<file path="config.mk">
export PLATFORM = sky130hd
export DESIGN_NAME = config_pin_function_select
export DESIGN_NICKNAME = d
export VERILOG_FILES = /design/src/rtl/pin_function_pkg.sv /design/src/rtl/config_pin_function_select.sv
export SDC_FILE = /design/constraint.sdc
export NUM_CORES = 1
export LEC_CHECK = 0
export BUFFER_PORTS_ARGS = -buffer_cell sky130_fd_sc_hd__buf_2
export CAP_MARGIN = 30
export CORE_MARGIN = 3
export CORE_UTILIZATION = 41
export CTS_CLUSTER_DIAMETER = 50
export DETAILED_ROUTE_END_ITERATION = 10
export PLACE_DENSITY = 0.8
export REMOVE_ABC_BUFFERS = 1
export SYNTH_ARGS = -nofsm -noshare
export SYNTH_HDL_FRONTEND = slang
export SYNTH_SLANG_ARGS = --single-unit
export TNS_END_PERCENT = 100
</file>
<file path="constraint.sdc">
create_clock -name pclk -period 1.6 [get_ports pclk]
set_input_delay 0.16 -clock pclk [delete_from_list [all_inputs] [get_ports pclk]]
set_output_delay 0.16 -clock pclk [all_outputs]
set_load 0.01 [all_outputs]
</file>
<file path="src/rtl/pin_function_pkg.sv">
package pin_function_pkg;

    // Pin function codes held in the option store
    typedef enum logic [3:0] {
        OPT_TRISTATE = 4'h0,
        OPT_DRIVE_1 = 4'h1,
        OPT_DRIVE_0 = 4'h2,
        OPT_POWER_EN = 4'h3,
        OPT_SLEEP_IND = 4'h4,
        OPT_CLK_FAST = 4'h5,
        OPT_CLK_MID = 4'h6,
        OPT_CLK_SLOW = 4'h7,
        OPT_GPIO = 4'h8,
        OPT_CHARGER = 4'h9,
        OPT_CHARGER_N = 4'ha,
        OPT_WRITE_STROBE = 4'hb,
        OPT_READ_STROBE = 4'hc,
        OPT_VBUS_SENSE = 4'hd,
        OPT_FRAME_TOGGLE = 4'he,
        OPT_STAY_AWAKE = 4'hf
    } pin_opt_e;

    typedef struct packed {
        logic cancel_sleep;
        pin_opt_e sel;
    } opt_cfg_s;

    typedef struct packed {
        logic configured;
        logic suspended;
        logic sof;
        logic charger;
    } usb_state_s;

    typedef struct packed {
        logic strobe_wr_n;
        logic strobe_rd_n;
        logic clk_fast;
        logic clk_mid;
        logic clk_slow;
    } source_sig_s;

    localparam int ADDR_W = 12;
    localparam int DATA_W = 32;
    localparam int EVT_W = 4;

    localparam logic [ADDR_W-1:0] OFS_STATUS = 12'h000;
    localparam logic [ADDR_W-1:0] OFS_MASK = 12'h004;
    localparam logic [ADDR_W-1:0] OFS_GPIO = 12'h008;
    localparam logic [ADDR_W-1:0] OFS_PIN_STATE = 12'h00c;

    localparam int EVT_SOF = 0;
    localparam int EVT_CHARGER = 1;
    localparam int EVT_SUSPEND = 2;
    localparam int EVT_VBUS = 3;

    localparam int GPIO_OUT_BIT = 0;
    localparam int GPIO_OE_BIT = 1;

    localparam int ST_PIN_BIT = 0;
    localparam int ST_VBUS_BIT = 1;
    localparam int ST_AWAKE_BIT = 2;
    localparam int ST_LOADED_BIT = 3;
    localparam int ST_OPT_LSB = 4;
    localparam int ST_CANCEL_BIT = 8;
    localparam int ST_CHARGER_BIT = 9;
    localparam int ST_SUSP_BIT = 10;
    localparam int ST_CONF_BIT = 11;

    localparam logic [EVT_W-1:0] RST_STATUS = 4'h0;
    localparam logic [EVT_W-1:0] RST_MASK = 4'h0;
    localparam logic [1:0] RST_GPIO = 2'h0;

endpackage : pin_function_pkg
</file>
<file path="src/rtl/config_pin_function_select.sv">
// Behaviour
// - Pin function comes from the option store word, never from software registers.
// - Tristate disables driver; constant options drive fixed one or zero.
// - Power enable pulls pin low once USB configuration completes.
// - Power enable releases pin high during USB suspend.
// - Power enable is open drain, pulling low only.
// - Sleep indicator drives low in suspend, high otherwise.
// - With cancel set, sleep indicator is high while charger detected.
// - Clock options output fast, mid or slow clock, stopped in suspend.
// - GPIO option makes the pin a software bit-bang input/output.
// - Charger option drives high while dedicated charger detected.
// - Inverted charger option pulls low, open drain, while charger detected.
// - Write strobe option outputs the active-low bit-bang write strobe.
// - Read strobe option outputs the active-low bit-bang read strobe.
// - Bus power sense option takes pin as VBUS-present input.
// - Frame toggle option inverts the pin on each start-of-frame.
// - Stay awake option: low input blocks entry into suspend.
// - Reset low holds every function in reset.
`timescale 1ns/1ns
`default_nettype none
module config_pin_function_select
    import pin_function_pkg::*;
(
    input wire logic pclk,
    input wire logic presetn,
    input wire logic clk_en,
    input wire logic psel,
    input wire logic penable,
    input wire logic pwrite,
    input wire logic [ADDR_W-1:0] paddr,
    input wire logic [DATA_W-1:0] pwdata,
    output logic [DATA_W-1:0] prdata,
    output logic pready,
    output logic pslverr,
    output logic irq,
    input wire opt_cfg_s option_store,
    input wire usb_state_s usb_state,
    input wire source_sig_s source_sig,
    input wire logic option_pin_in,
    output logic option_pin_out,
    output logic option_pin_oe,
    output logic vbus_present,
    output logic hold_awake
);

    logic loaded_ff;
    opt_cfg_s cfg_ff;
    logic [EVT_W-1:0] status_ff;
    logic [EVT_W-1:0] mask_ff;
    logic [1:0] gpio_ff;
    logic toggle_ff;
    logic charger_d_ff;
    logic susp_d_ff;
    logic vbus_d_ff;
    logic pin_out_ff;
    logic pin_oe_ff;
    logic vbus_ff;
    logic awake_ff;
    logic irq_ff;
    logic pready_ff;
    logic pslverr_ff;
    logic [DATA_W-1:0] prdata_ff;
    logic nxt_out;
    logic nxt_oe;
    logic [DATA_W-1:0] nxt_rdata;
    logic nxt_err;
    logic [EVT_W-1:0] evt;
    logic setup_phase;
    logic wr_access;

    assign setup_phase = psel && !penable;
    assign wr_access = psel && penable && pready_ff && pwrite;

    always_ff @(posedge pclk or negedge presetn) begin
        if (!presetn) begin
            loaded_ff <= 1'b0;
            cfg_ff <= '{cancel_sleep: 1'b0, sel: OPT_TRISTATE};
        end else if (clk_en && !loaded_ff) begin
            loaded_ff <= 1'b1;
            cfg_ff <= option_store;
        end
    end

    always_comb begin
        nxt_out = 1'b0;
        nxt_oe = 1'b0;
        unique case (cfg_ff.sel)
            OPT_TRISTATE: begin
                nxt_oe = 1'b0;
            end
            OPT_DRIVE_1: begin
                nxt_out = 1'b1;
                nxt_oe = 1'b1;
            end
            OPT_DRIVE_0: begin
                nxt_oe = 1'b1;
            end
            OPT_POWER_EN: begin
                nxt_oe = usb_state.configured && !usb_state.suspended;
            end
            OPT_SLEEP_IND: begin
                nxt_out = !usb_state.suspended || (cfg_ff.cancel_sleep && usb_state.charger);
                nxt_oe = 1'b1;
            end
            OPT_CLK_FAST: begin
                nxt_out = source_sig.clk_fast && !usb_state.suspended;
                nxt_oe = 1'b1;
            end
            OPT_CLK_MID: begin
                nxt_out = source_sig.clk_mid && !usb_state.suspended;
                nxt_oe = 1'b1;
            end
            OPT_CLK_SLOW: begin
                nxt_out = source_sig.clk_slow && !usb_state.suspended;
                nxt_oe = 1'b1;
            end
            OPT_GPIO: begin
                nxt_out = gpio_ff[GPIO_OUT_BIT];
                nxt_oe = gpio_ff[GPIO_OE_BIT];
            end
            OPT_CHARGER: begin
                nxt_out = usb_state.charger;
                nxt_oe = 1'b1;
            end
            OPT_CHARGER_N: begin
                nxt_oe = usb_state.charger;
            end
            OPT_WRITE_STROBE: begin
                nxt_out = source_sig.strobe_wr_n;
                nxt_oe = 1'b1;
            end
            OPT_READ_STROBE: begin
                nxt_out = source_sig.strobe_rd_n;
                nxt_oe = 1'b1;
            end
            OPT_VBUS_SENSE: begin
                nxt_oe = 1'b0;
            end
            OPT_FRAME_TOGGLE: begin
                nxt_out = toggle_ff;
                nxt_oe = 1'b1;
            end
            OPT_STAY_AWAKE: begin
                nxt_oe = 1'b0;
            end
        endcase
        if (!loaded_ff) begin
            nxt_out = 1'b0;
            nxt_oe = 1'b0;
        end
    end

    always_ff @(posedge pclk or negedge presetn) begin
        if (!presetn) begin
            pin_out_ff <= 1'b0;
            pin_oe_ff <= 1'b0;
        end else if (clk_en) begin
            pin_out_ff <= nxt_out;
            pin_oe_ff <= nxt_oe;
        end
    end

    always_ff @(posedge pclk or negedge presetn) begin
        if (!presetn) begin
            toggle_ff <= 1'b0;
        end else if (clk_en && usb_state.sof) begin
            toggle_ff <= !toggle_ff;
        end
    end

    always_ff @(posedge pclk or negedge presetn) begin
        if (!presetn) begin
            vbus_ff <= 1'b0;
        end else if (clk_en) begin
            vbus_ff <= loaded_ff && (cfg_ff.sel == OPT_VBUS_SENSE) && option_pin_in;
        end
    end

    always_ff @(posedge pclk or negedge presetn) begin
        if (!presetn) begin
            awake_ff <= 1'b0;
        end else if (clk_en) begin
            awake_ff <= loaded_ff && (cfg_ff.sel == OPT_STAY_AWAKE) && !option_pin_in;
        end
    end

    // Event edge history
    always_ff @(posedge pclk or negedge presetn) begin
        if (!presetn) begin
            charger_d_ff <= 1'b0;
            susp_d_ff <= 1'b0;
            vbus_d_ff <= 1'b0;
        end else if (clk_en) begin
            charger_d_ff <= usb_state.charger;
            susp_d_ff <= usb_state.suspended;
            vbus_d_ff <= vbus_ff;
        end
    end

    always_comb begin
        evt = '0;
        evt[EVT_SOF] = usb_state.sof;
        evt[EVT_CHARGER] = usb_state.charger && !charger_d_ff;
        evt[EVT_SUSPEND] = usb_state.suspended && !susp_d_ff;
        evt[EVT_VBUS] = vbus_ff != vbus_d_ff;
    end

    // Sticky status, set beats clear
    always_ff @(posedge pclk or negedge presetn) begin
        if (!presetn) begin
            status_ff <= RST_STATUS;
        end else if (clk_en) begin
            if (wr_access && paddr == OFS_STATUS) begin
                status_ff <= (status_ff & ~pwdata[EVT_W-1:0]) | evt;
            end else begin
                status_ff <= status_ff | evt;
            end
        end
    end

    always_ff @(posedge pclk or negedge presetn) begin
        if (!presetn) begin
            mask_ff <= RST_MASK;
        end else if (clk_en && wr_access && paddr == OFS_MASK) begin
            mask_ff <= pwdata[EVT_W-1:0];
        end
    end

    always_ff @(posedge pclk or negedge presetn) begin
        if (!presetn) begin
            gpio_ff <= RST_GPIO;
        end else if (clk_en && wr_access && paddr == OFS_GPIO) begin
            gpio_ff <= pwdata[1:0];
        end
    end

    always_ff @(posedge pclk or negedge presetn) begin
        if (!presetn) begin
            irq_ff <= 1'b0;
        end else if (clk_en) begin
            irq_ff <= |(status_ff & mask_ff);
        end
    end

    // APB read mux and decode
    always_comb begin
        nxt_rdata = '0;
        nxt_err = 1'b0;
        unique case (paddr)
            OFS_STATUS: nxt_rdata[EVT_W-1:0] = status_ff;
            OFS_MASK: nxt_rdata[EVT_W-1:0] = mask_ff;
            OFS_GPIO: nxt_rdata[1:0] = gpio_ff;
            OFS_PIN_STATE: begin
                nxt_rdata[ST_PIN_BIT] = option_pin_in;
                nxt_rdata[ST_VBUS_BIT] = vbus_ff;
                nxt_rdata[ST_AWAKE_BIT] = awake_ff;
                nxt_rdata[ST_LOADED_BIT] = loaded_ff;
                nxt_rdata[ST_OPT_LSB +: 4] = cfg_ff.sel;
                nxt_rdata[ST_CANCEL_BIT] = cfg_ff.cancel_sleep;
                nxt_rdata[ST_CHARGER_BIT] = usb_state.charger;
                nxt_rdata[ST_SUSP_BIT] = usb_state.suspended;
                nxt_rdata[ST_CONF_BIT] = usb_state.configured;
            end
            default: nxt_err = 1'b1;
        endcase
    end

    // One wait-free access cycle after setup
    always_ff @(posedge pclk or negedge presetn) begin
        if (!presetn) begin
            pready_ff <= 1'b0;
            pslverr_ff <= 1'b0;
            prdata_ff <= '0;
        end else if (clk_en) begin
            pready_ff <= setup_phase;
            pslverr_ff <= setup_phase && nxt_err;
            if (setup_phase && !pwrite) begin
                prdata_ff <= nxt_rdata;
            end else if (!psel) begin
                prdata_ff <= '0;
            end
        end
    end

    assign prdata = prdata_ff;
    assign pready = pready_ff;
    assign pslverr = pslverr_ff;
    assign irq = irq_ff;
    assign option_pin_out = pin_out_ff;
    assign option_pin_oe = pin_oe_ff;
    assign vbus_present = vbus_ff;
    assign hold_awake = awake_ff;

endmodule : config_pin_function_select
`default_nettype wire

</file>
# Yosys cells after proc, flatten, opt, wreduce, memory -nomap -nowiden
# Index checks and enable logic that the tools add are counted.
# W data, S select, Z words.
# word_totals
out_inout_bits	39
elab_cells	93
reg_bits	59
in_bits	65
# op_classes
mux	11
bitwise	5
eq_ne	20
reduce_logical	39
# ops
cell	count
$mux W32	2
$eq A4 B4 Y1 const B	8
$eq A12 B4 Y1 const B	2
$logic_and A1 B1 Y1	23
$eq A4 B3 Y1 const B	4
$eq A12 B3 Y1 const B	1
$logic_not A12 Y1	1
$pmux W1 S10	1
$reduce_or A10 Y1	1
$and A4 B4 Y4	2
$eq A4 B2 Y1 const B	2
$logic_not A1 Y1	8
$mux W8	1
$or A4 B4 Y4	2
$pmux W2 S4	1
$reduce_or A4 Y1	2
$pmux W2 S3	1
$pmux W1 S5	1
$eq A4 B1 Y1 const B	1
$logic_not A4 Y1	1
$mux W4	1
$not A4 Y4	1
$mux W1	3
$reduce_or A3 Y1	1
4 further kinds	4

# Logic depth before layout (Yosys ltp)
# Gate-level depths: netlist of run 1.
# depth
ltp_word	5
depth_mapped	6
depth_no_buf	5

# Least setup slack after synthesis of run 1
# No wires, ideal clock.
# synth_path
path_type	flip-flop to flip-flop
from	reg pready_ff (netlist: pready)
to	reg mask_ff[0]
stages_incl_launch_ff	6
setup_slack_ns	-0.178
setup_ns	0.125
n_path_buf	0
t_arrival_ns	1.653
t_required_ns	1.475
period_less_slack_ns	1.778
path_cell_list	dfrtp_1 -> inv_1 -> or3_1 -> or2_4 -> nor3b_4 -> mux2_2
# synth_between
elab_chain_len	4
# synth_rtl
element	line	source
start, declared	config_pin_function_select.sv:60	logic pready_ff;
start signal, assigned	config_pin_function_select.sv:275	pready_ff <= setup_phase;
$logic_and A1 B1 Y1 (2 in a row)	config_pin_function_select.sv:72	assign wr_access = psel && penable && pready_ff && pwrite;
$logic_and A1 B1 Y1 (2 in a row)	config_pin_function_select.sv:224	end else if (clk_en && wr_access && paddr == OFS_MASK) begin
end signal, assigned	config_pin_function_select.sv:225	mask_ff <= pwdata[EVT_W-1:0];
end, declared	config_pin_function_select.sv:49	logic [EVT_W-1:0] mask_ff;
# Every way passes these cells.
# A chain may end at the register's enable or synchronous reset.

# Worst setup path after layout of run 1
# layout_path
from	reg pready_ff (netlist: pready)
to	reg mask_ff[1]
# Same word-level chain as after synthesis.

==> impl_metrics.yaml, run 1 <==
synthesis:
  ys_seq_area_share_pct: 48.7
  synth_area_um2: 2000
  syn-instance-count: 191
  synth_edf_count: 0
  synthArstFlopShare_pct: 100
  synth.distinct_cells: 39
  yosys_register_bits: 39
  synth_flop_cell: "dfrtp_1"
  ys_warn_count: 0
  synth_area_per_cell_um2: 10.5
sta:
  skew_ns: 0.00622
  maxSlewViolCount: 0
  hold_viol: 0
  finalSetupViolCount: 6
  rsz0062_at_grt: "yes"
  clock.fmax_ghz: 0.574
  timing.final.ws_setup_ns: -0.141
  period_needed_ns: 1.74
  fin_crit_sh_pct: 109
finish:
  drive_above_1_share_pct: 37.5
  areaGrowthSynthToFinish_pct: 21.5
  final_cells: 318
  stdcell_area_um2: 2430
  nets: 319
  insertedDiodeCount: 0
grt:
  grt_max_degree: 25
  grt_pass1_wl_um: 7870
  grt_pass1_vias: 1633
  antenna_found_initial: 0
  grt_overflow_total: 0
  grtUsageTotal_pct: 16.9
worst_setup_path:
  max_stage_delay_ns: 0.36
  worstPathCellList: "inv_2, or3_4, or2_4, nor3b_4, buf_6, mux2_4"
  critical_path_class: "flop to flop"
  crit_path_start: "pready$_DFFE_PN0P_"
  cp_slowest_cell: "dfrtp_1"
  cp-start-kind: "flop"
  path_delay_family: "simple AND/OR/NAND/NOR gates"
  setup.worst_path.end_class: "flop"
  r2r_end: "mask_ff[1]$_DFFE_PN0P_"
  worstPathRequired_ns: 1.77
  r2r_slack_ns: -0.14
  arrival_ns: 1.91
  worst-path-buf-inv: 2
  worstRegToRegCells: 6
  crit_fanout: 4
  r2r-start: "pready$_DFFE_PN0P_"
power_and_ir_drop:
  p_switching_w: 0.000563
  p_seq_share_pct: 54.5
  powerDensity_nw_per_um2: 838
  intPower_w: 0.00148
  pwr-share-clk_pct: 30.0
  p_comb_share_pct: 15.5
  fin_total_pwr_w: 0.00204
  vdd_drop_max_mv: 0.387
  leakage_nw: 1.22
  p_sw_share_pct: 27.6
clock_network:
  path_clk_slew_ns: 0.07
  cts.sinks: 39
  insertion_delay_ns: 0.29
  clk_path_buf_depth: 2
  cts_tree: "yes"
  root_buffer: "clkbuf_8"
  h-tree-depth: 2
  cts_buffers: 5
route:
  drt-total-wl_um: 4700
  drtPass1Iterations: 4
  viasPerCell: 5.06
  wl_per_cell_um: 14.8
  drtIter0Drc: 101
  drc: 0
  ant_nets: 0
  num_vias: 1608
placement:
  placed_area_um2: 2300
  hpwl_um: 3630
  numPortBuffers: 55
  place_inst: 308
  globalplace.congestion: 0.812
outcome:
  status: "finished with violations"
  violations: "setup timing"
floorplanning:
  chipHeight_um: 75.9
  dieArea_um2: 5760
  pin_count: 104
  start_util_pct: 44.2
  core-area_um2: 4530
  dieWidth_um: 75.9
  rows: 24
hold_path:
  hold_path.class: "input port to flop"
  hp-start: "option_store[0]"
  hold_path_depth: 3
  min_to: "cfg_ff[0]$_DFFE_PN0P_"
flow_run:
  max_cap_viol_count: 0
[through the flow]
step / utilization, % / setup TNS (ns) / setup slack [ns] / hold slack (ns)
4_1_cts: 53.4 / -0.789 / -0.145 / 0.0868
3_3_place_gp: 50.8 / -1.61 / -0.197 / 0.151
6_report: 53.7 / -0.708 / -0.141 / 0.0910
2_1_floorplan: - / -0.936 / -0.178 / -0.136
3_5_place_dp: 50.8 / -2.23 / -0.251 / 0.155
5_1_grt: 53.7 / -1.09 / -0.195 / 0.0870
[cell usage after synthesis, types with 2 or more instances]
| cell | instances | area share (%) |
|---|---|---|
| mux4_2 | 2 | 2.2 |
| a211oi_1 | 2 | 0.75 |
| nor2_1 | 5 | 0.94 |
| nor4_1 | 4 | 1.2 |
| a21oi_1 | 3 | 0.75 |
| inv_1 | 13 | 2.4 |
| o32ai_1 | 3 | 1.3 |
| clkbuf_1 | 9 | 1.7 |
| mux2_2 | 10 | 5.6 |
| a31oi_1 | 4 | 1.2 |
| dfrtp_1 | 39 | 49 |
| or2_2 | 2 | 0.62 |
| o21ai_0 | 11 | 2.7 |
| a22o_1 | 12 | 5.2 |
| mux2i_1 | 4 | 2.0 |
| buf_4 | 21 | 7.9 |
| o22ai_1 | 2 | 0.62 |
| a32o_1 | 2 | 1.0 |
| nand3_1 | 3 | 0.75 |
| nand2_1 | 20 | 3.7 |
| a22oi_1 | 2 | 0.75 |
[metal layers]
metal  part of all wire [%]  track usage, %  vias up
met5                      0               0        -
met4                    1.1            6.70        0
met3                    6.5            5.57        5
met2                     51            28.1       61
met1                     41            20.3      779
li1                       -               -      763
[worst min-delay path: stages]
cell	delay (ns)
buf_2	0.08
nand2_1	0.04
o21ai_0	0.06
[registers in the layout, summed over array words and instances, names as in the netlist]
name and count:
pslverr 1, option_pin_out 1, cfg_ff 5, irq 1, prdata 12, status_ff 4, vbus_d_ff 1, option_pin_oe 1
pready 1, hold_awake 1, toggle_ff 1, loaded_ff 1, mask_ff 4, charger_d_ff 1, vbus_present 1, gpio_ff 2
susp_d_ff 1
[what timing repair did]
item	in CTS	in global routing
endpoints found under the setup margin	6	9
hold endpoints to repair	21	0
buffers inserted	2	1
cloned	0	0
pin swaps	3	1
hold buffers	1	0
resized for setup	5	3
[area by class of cell]
class / count / area [µm²]
Fill cell: 401 / 2100
Sequential cell: 39 / 977
Multi-Input combinational cell: 127 / 875
Timing Repair Buffer: 68 / 379
Tap cell: 65 / 81.3
Clock buffer: 6 / 72.6
Inverter: 13 / 48.8
[cells in the final DEF (no fill, tap or decap), types with 6 or more instances in the layout]
cell,synthesis,routed
o21ai_0,11,11
mux2_2,10,6
inv_1,13,12
buf_2,0,55
a22o_1,12,12
nand2_1,20,20
buf_4,21,11
dfrtp_1,39,38
conb_1,1,20
[worst max path at each step]
stage,to,depth (start not counted)
2_1_floorplan,mask_ff[0]$_DFFE_PN0P_,5
3_3_place_gp,mask_ff[0]$_DFFE_PN0P_,6
3_5_place_dp,mask_ff[3]$_DFFE_PN0P_,6
4_1_cts,mask_ff[1]$_DFFE_PN0P_,6
5_1_grt,mask_ff[1]$_DFFE_PN0P_,6
6_report,mask_ff[1]$_DFFE_PN0P_,6
[power groups by stage]
| stage | sequential [W] | clock [W] | combinational [W] |
|---|---|---|---|
| 2_1_floorplan | 0.00112 | 0 | 0.000151 |
| 4_1_cts | 0.00111 | 0.000620 | 0.000314 |
| 3_5_place_dp | 0.00113 | 0 | 0.000308 |
| 3_3_place_gp | 0.00112 | 0 | 0.000298 |
| 6_report | 0.00111 | 0.000612 | 0.000316 |
| 5_1_grt | 0.00112 | 0.000673 | 0.000352 |
[cells by family (layout without fill, tap and decap cells)]
group / count (synthesis) / after routing / share of synthesized area (%)
buffers and inverters: 44 / 87 / 12.2
flip-flops: 39 / 39 / 48.7
XOR/XNOR: 2 / 2 / 0.875
other: 1 / 20 / 0.187
AO/OA/AOI/OAI: 45 / 45 / 16.3
AND/OR/NAND/NOR: 44 / 44 / 11.9
multiplexers: 16 / 16 / 9.87
(Power assumes the default switching activity.)
==> inputs of run 2 (changes only) <==
Settings changed: CORE_MARGIN 3 to unset.
==> impl_metrics.yaml, run 2 (synthesis gave the netlist of run 1 again) <==
outcome:
  status: "finished with violations"
  violations: "setup timing"
sta:
  skew_ns: 0.0117
  fin_hold_ws_ns: 0.0688
  clock.fmax_ghz: 0.541
  hold_viol: 0
  fin_crit_sh_pct: 116
  finalSetupViolCount: 6
  maxSlewViolCount: 0
  timing.final.ws_setup_ns: -0.249
  rsz0062_at_grt: "yes"
  finalSetupTns_ns: -1.30
  period_needed_ns: 1.85
finish:
  final_cells: 318
  fillerInstances: 432
  nets: 316
  areaGrowthSynthToFinish_pct: 20.9
  insertedDiodeCount: 0
  drive_above_1_share_pct: 37.1
  largest_reg_flops: 12
  stdcell_area_um2: 2420
  final_common_cell: "buf_2"
  mostFrequentLayoutCells: "55 x buf_2, 39 x dfrtp_1, 20 x nand2_1, 20 x conb_1"
floorplanning:
  dieArea_um2: 5170
  core-area_um2: 4720
  dieWidth_um: 71.9
  start_util_pct: 42.4
  rows: 25
  pin_count: 104
  chipHeight_um: 71.9
worst_setup_path:
  critical_path_class: "flop to flop"
  worstPathRequired_ns: 1.78
  setup.worst_path.end_class: "flop"
  arrival_ns: 2.02
  crit_fanout: 4
  cp-start-kind: "flop"
power_and_ir_drop:
  vdd_drop_max_mv: 0.345
  p_comb_share_pct: 14.5
  intPower_w: 0.00152
  leakage_nw: 1.22
  p_seq_share_pct: 52.9
  powerDensity_nw_per_um2: 867
  pwr-share-clk_pct: 32.6
  p_switching_w: 0.000583
  p_sw_share_pct: 27.8
grt:
  grt_max_degree: 40
  grtUsageTotal_pct: 17.7
  grt_overflow_total: 0
  grt_pass1_vias: 1514
  grt_pass1_wl_um: 6980
  antenna_found_initial: 0
placement:
  numPortBuffers: 55
  place_inst: 310
  placed_area_um2: 2310
  hpwl_um: 3150
  globalplace.congestion: 0.802
clock_network:
  cts.sinks: 39
  cts_buffers: 5
  path_clk_slew_ns: 0.08
  insertion_delay_ns: 0.30
  clk_path_buf_depth: 2
  h-tree-depth: 2
  cts_tree: "yes"
  root_buffer: "clkbuf_8"
flow_run:
  max_cap_viol_count: 0
hold_path:
  hold_path.class: "input port to flop"
route:
  wl_per_cell_um: 13.7
  num_vias: 1579
  drt-total-wl_um: 4360
  drtPass1Iterations: 6
  drtIter0Drc: 118
  ant_nets: 0
  drc: 0
  viasPerCell: 4.97
-- run 2: layout make-up --
type / instances / area [µm²] / area share (%)
Multi-Input combinational cell: 127 / 873 / 36.1
Clock inverter: 1 / 5.00 / 0.207
Tap cell: 67 / 83.8 / 3.46
Sequential cell: 39 / 976 / 40.3
Clock buffer: 6 / 82.6 / 3.41
Timing Repair Buffer: 65 / 353 / 14.6
Inverter: 13 / 48.8 / 2.01
-- run 2: what timing repair did --
| item | CTS | global route |
|---|---|---|
| pin swaps | 2 | 1 |
| resized for setup | 4 | 1 |
| hold buffers | 1 | 0 |
| endpoints found under the hold margin | 39 | 0 |
| endpoints found under the setup margin | 6 | 10 |
| setup buffers | 0 | 0 |
-- run 2: final timing paths --
kind	from	end	slack, ns	depth (start not counted)
max in group asynchronous	presetn	loaded_ff$_DFFE_PN0P_	0.80	3
min in group asynchronous	presetn	status_ff[2]$_DFFE_PN0P_	0.44	3
hold / removal	option_store[0]	cfg_ff[0]$_DFFE_PN0P_	0.07	3
setup / recovery	pready$_DFFE_PN0P_	mask_ff[0]$_DFFE_PN0P_	-0.25	5
setup reg to reg	pready$_DFFE_PN0P_	mask_ff[0]$_DFFE_PN0P_	-0.25	5
hold reg to reg	toggle_ff$_DFFE_PN0P_	toggle_ff$_DFFE_PN0P_	0.47	1
-- run 2: metrics by stage --
| stage | total power [W] | setup WS [ns] | util, % |
|---|---|---|---|
| floorplan | 0.00127 | -0.178 | - |
| global placement | 0.00142 | -0.174 | 48.8 |
| detailed placement | 0.00143 | -0.234 | 48.8 |
| CTS | 0.00211 | -0.232 | 51.2 |
| global route | 0.00219 | -0.268 | 51.3 |
| finish | 0.00210 | -0.249 | 51.3 |
-- run 2: worst max-delay path: stages (launching register included) --
cell     delay [ns]
dfrtp_1        0.39
inv_2          0.05
or3_4          0.38
or2_4          0.26
nor3b_4        0.27
mux2_2         0.37
-- run 2: power groups by stage --
stage | combinational [W] | sequential, W | clock [W]
after detailed placement | 0.000300 | 0.00113 | 0
after global placement | 0.000294 | 0.00112 | 0
after global routing | 0.000336 | 0.00112 | 0.000736
final | 0.000304 | 0.00111 | 0.000685
after CTS | 0.000306 | 0.00111 | 0.000700
after floorplan | 0.000151 | 0.00112 | 0
-- run 2: metal layers --
layer,routed length [µm],GRT usage [%],vias up,share of wire [%]
met5,0,0,-,0
met4,97,8.28,0,2.2
met3,165,3.75,9,3.8
met2,2170,29.9,54,50
met1,1930,21.9,760,44
li1,-,-,756,-
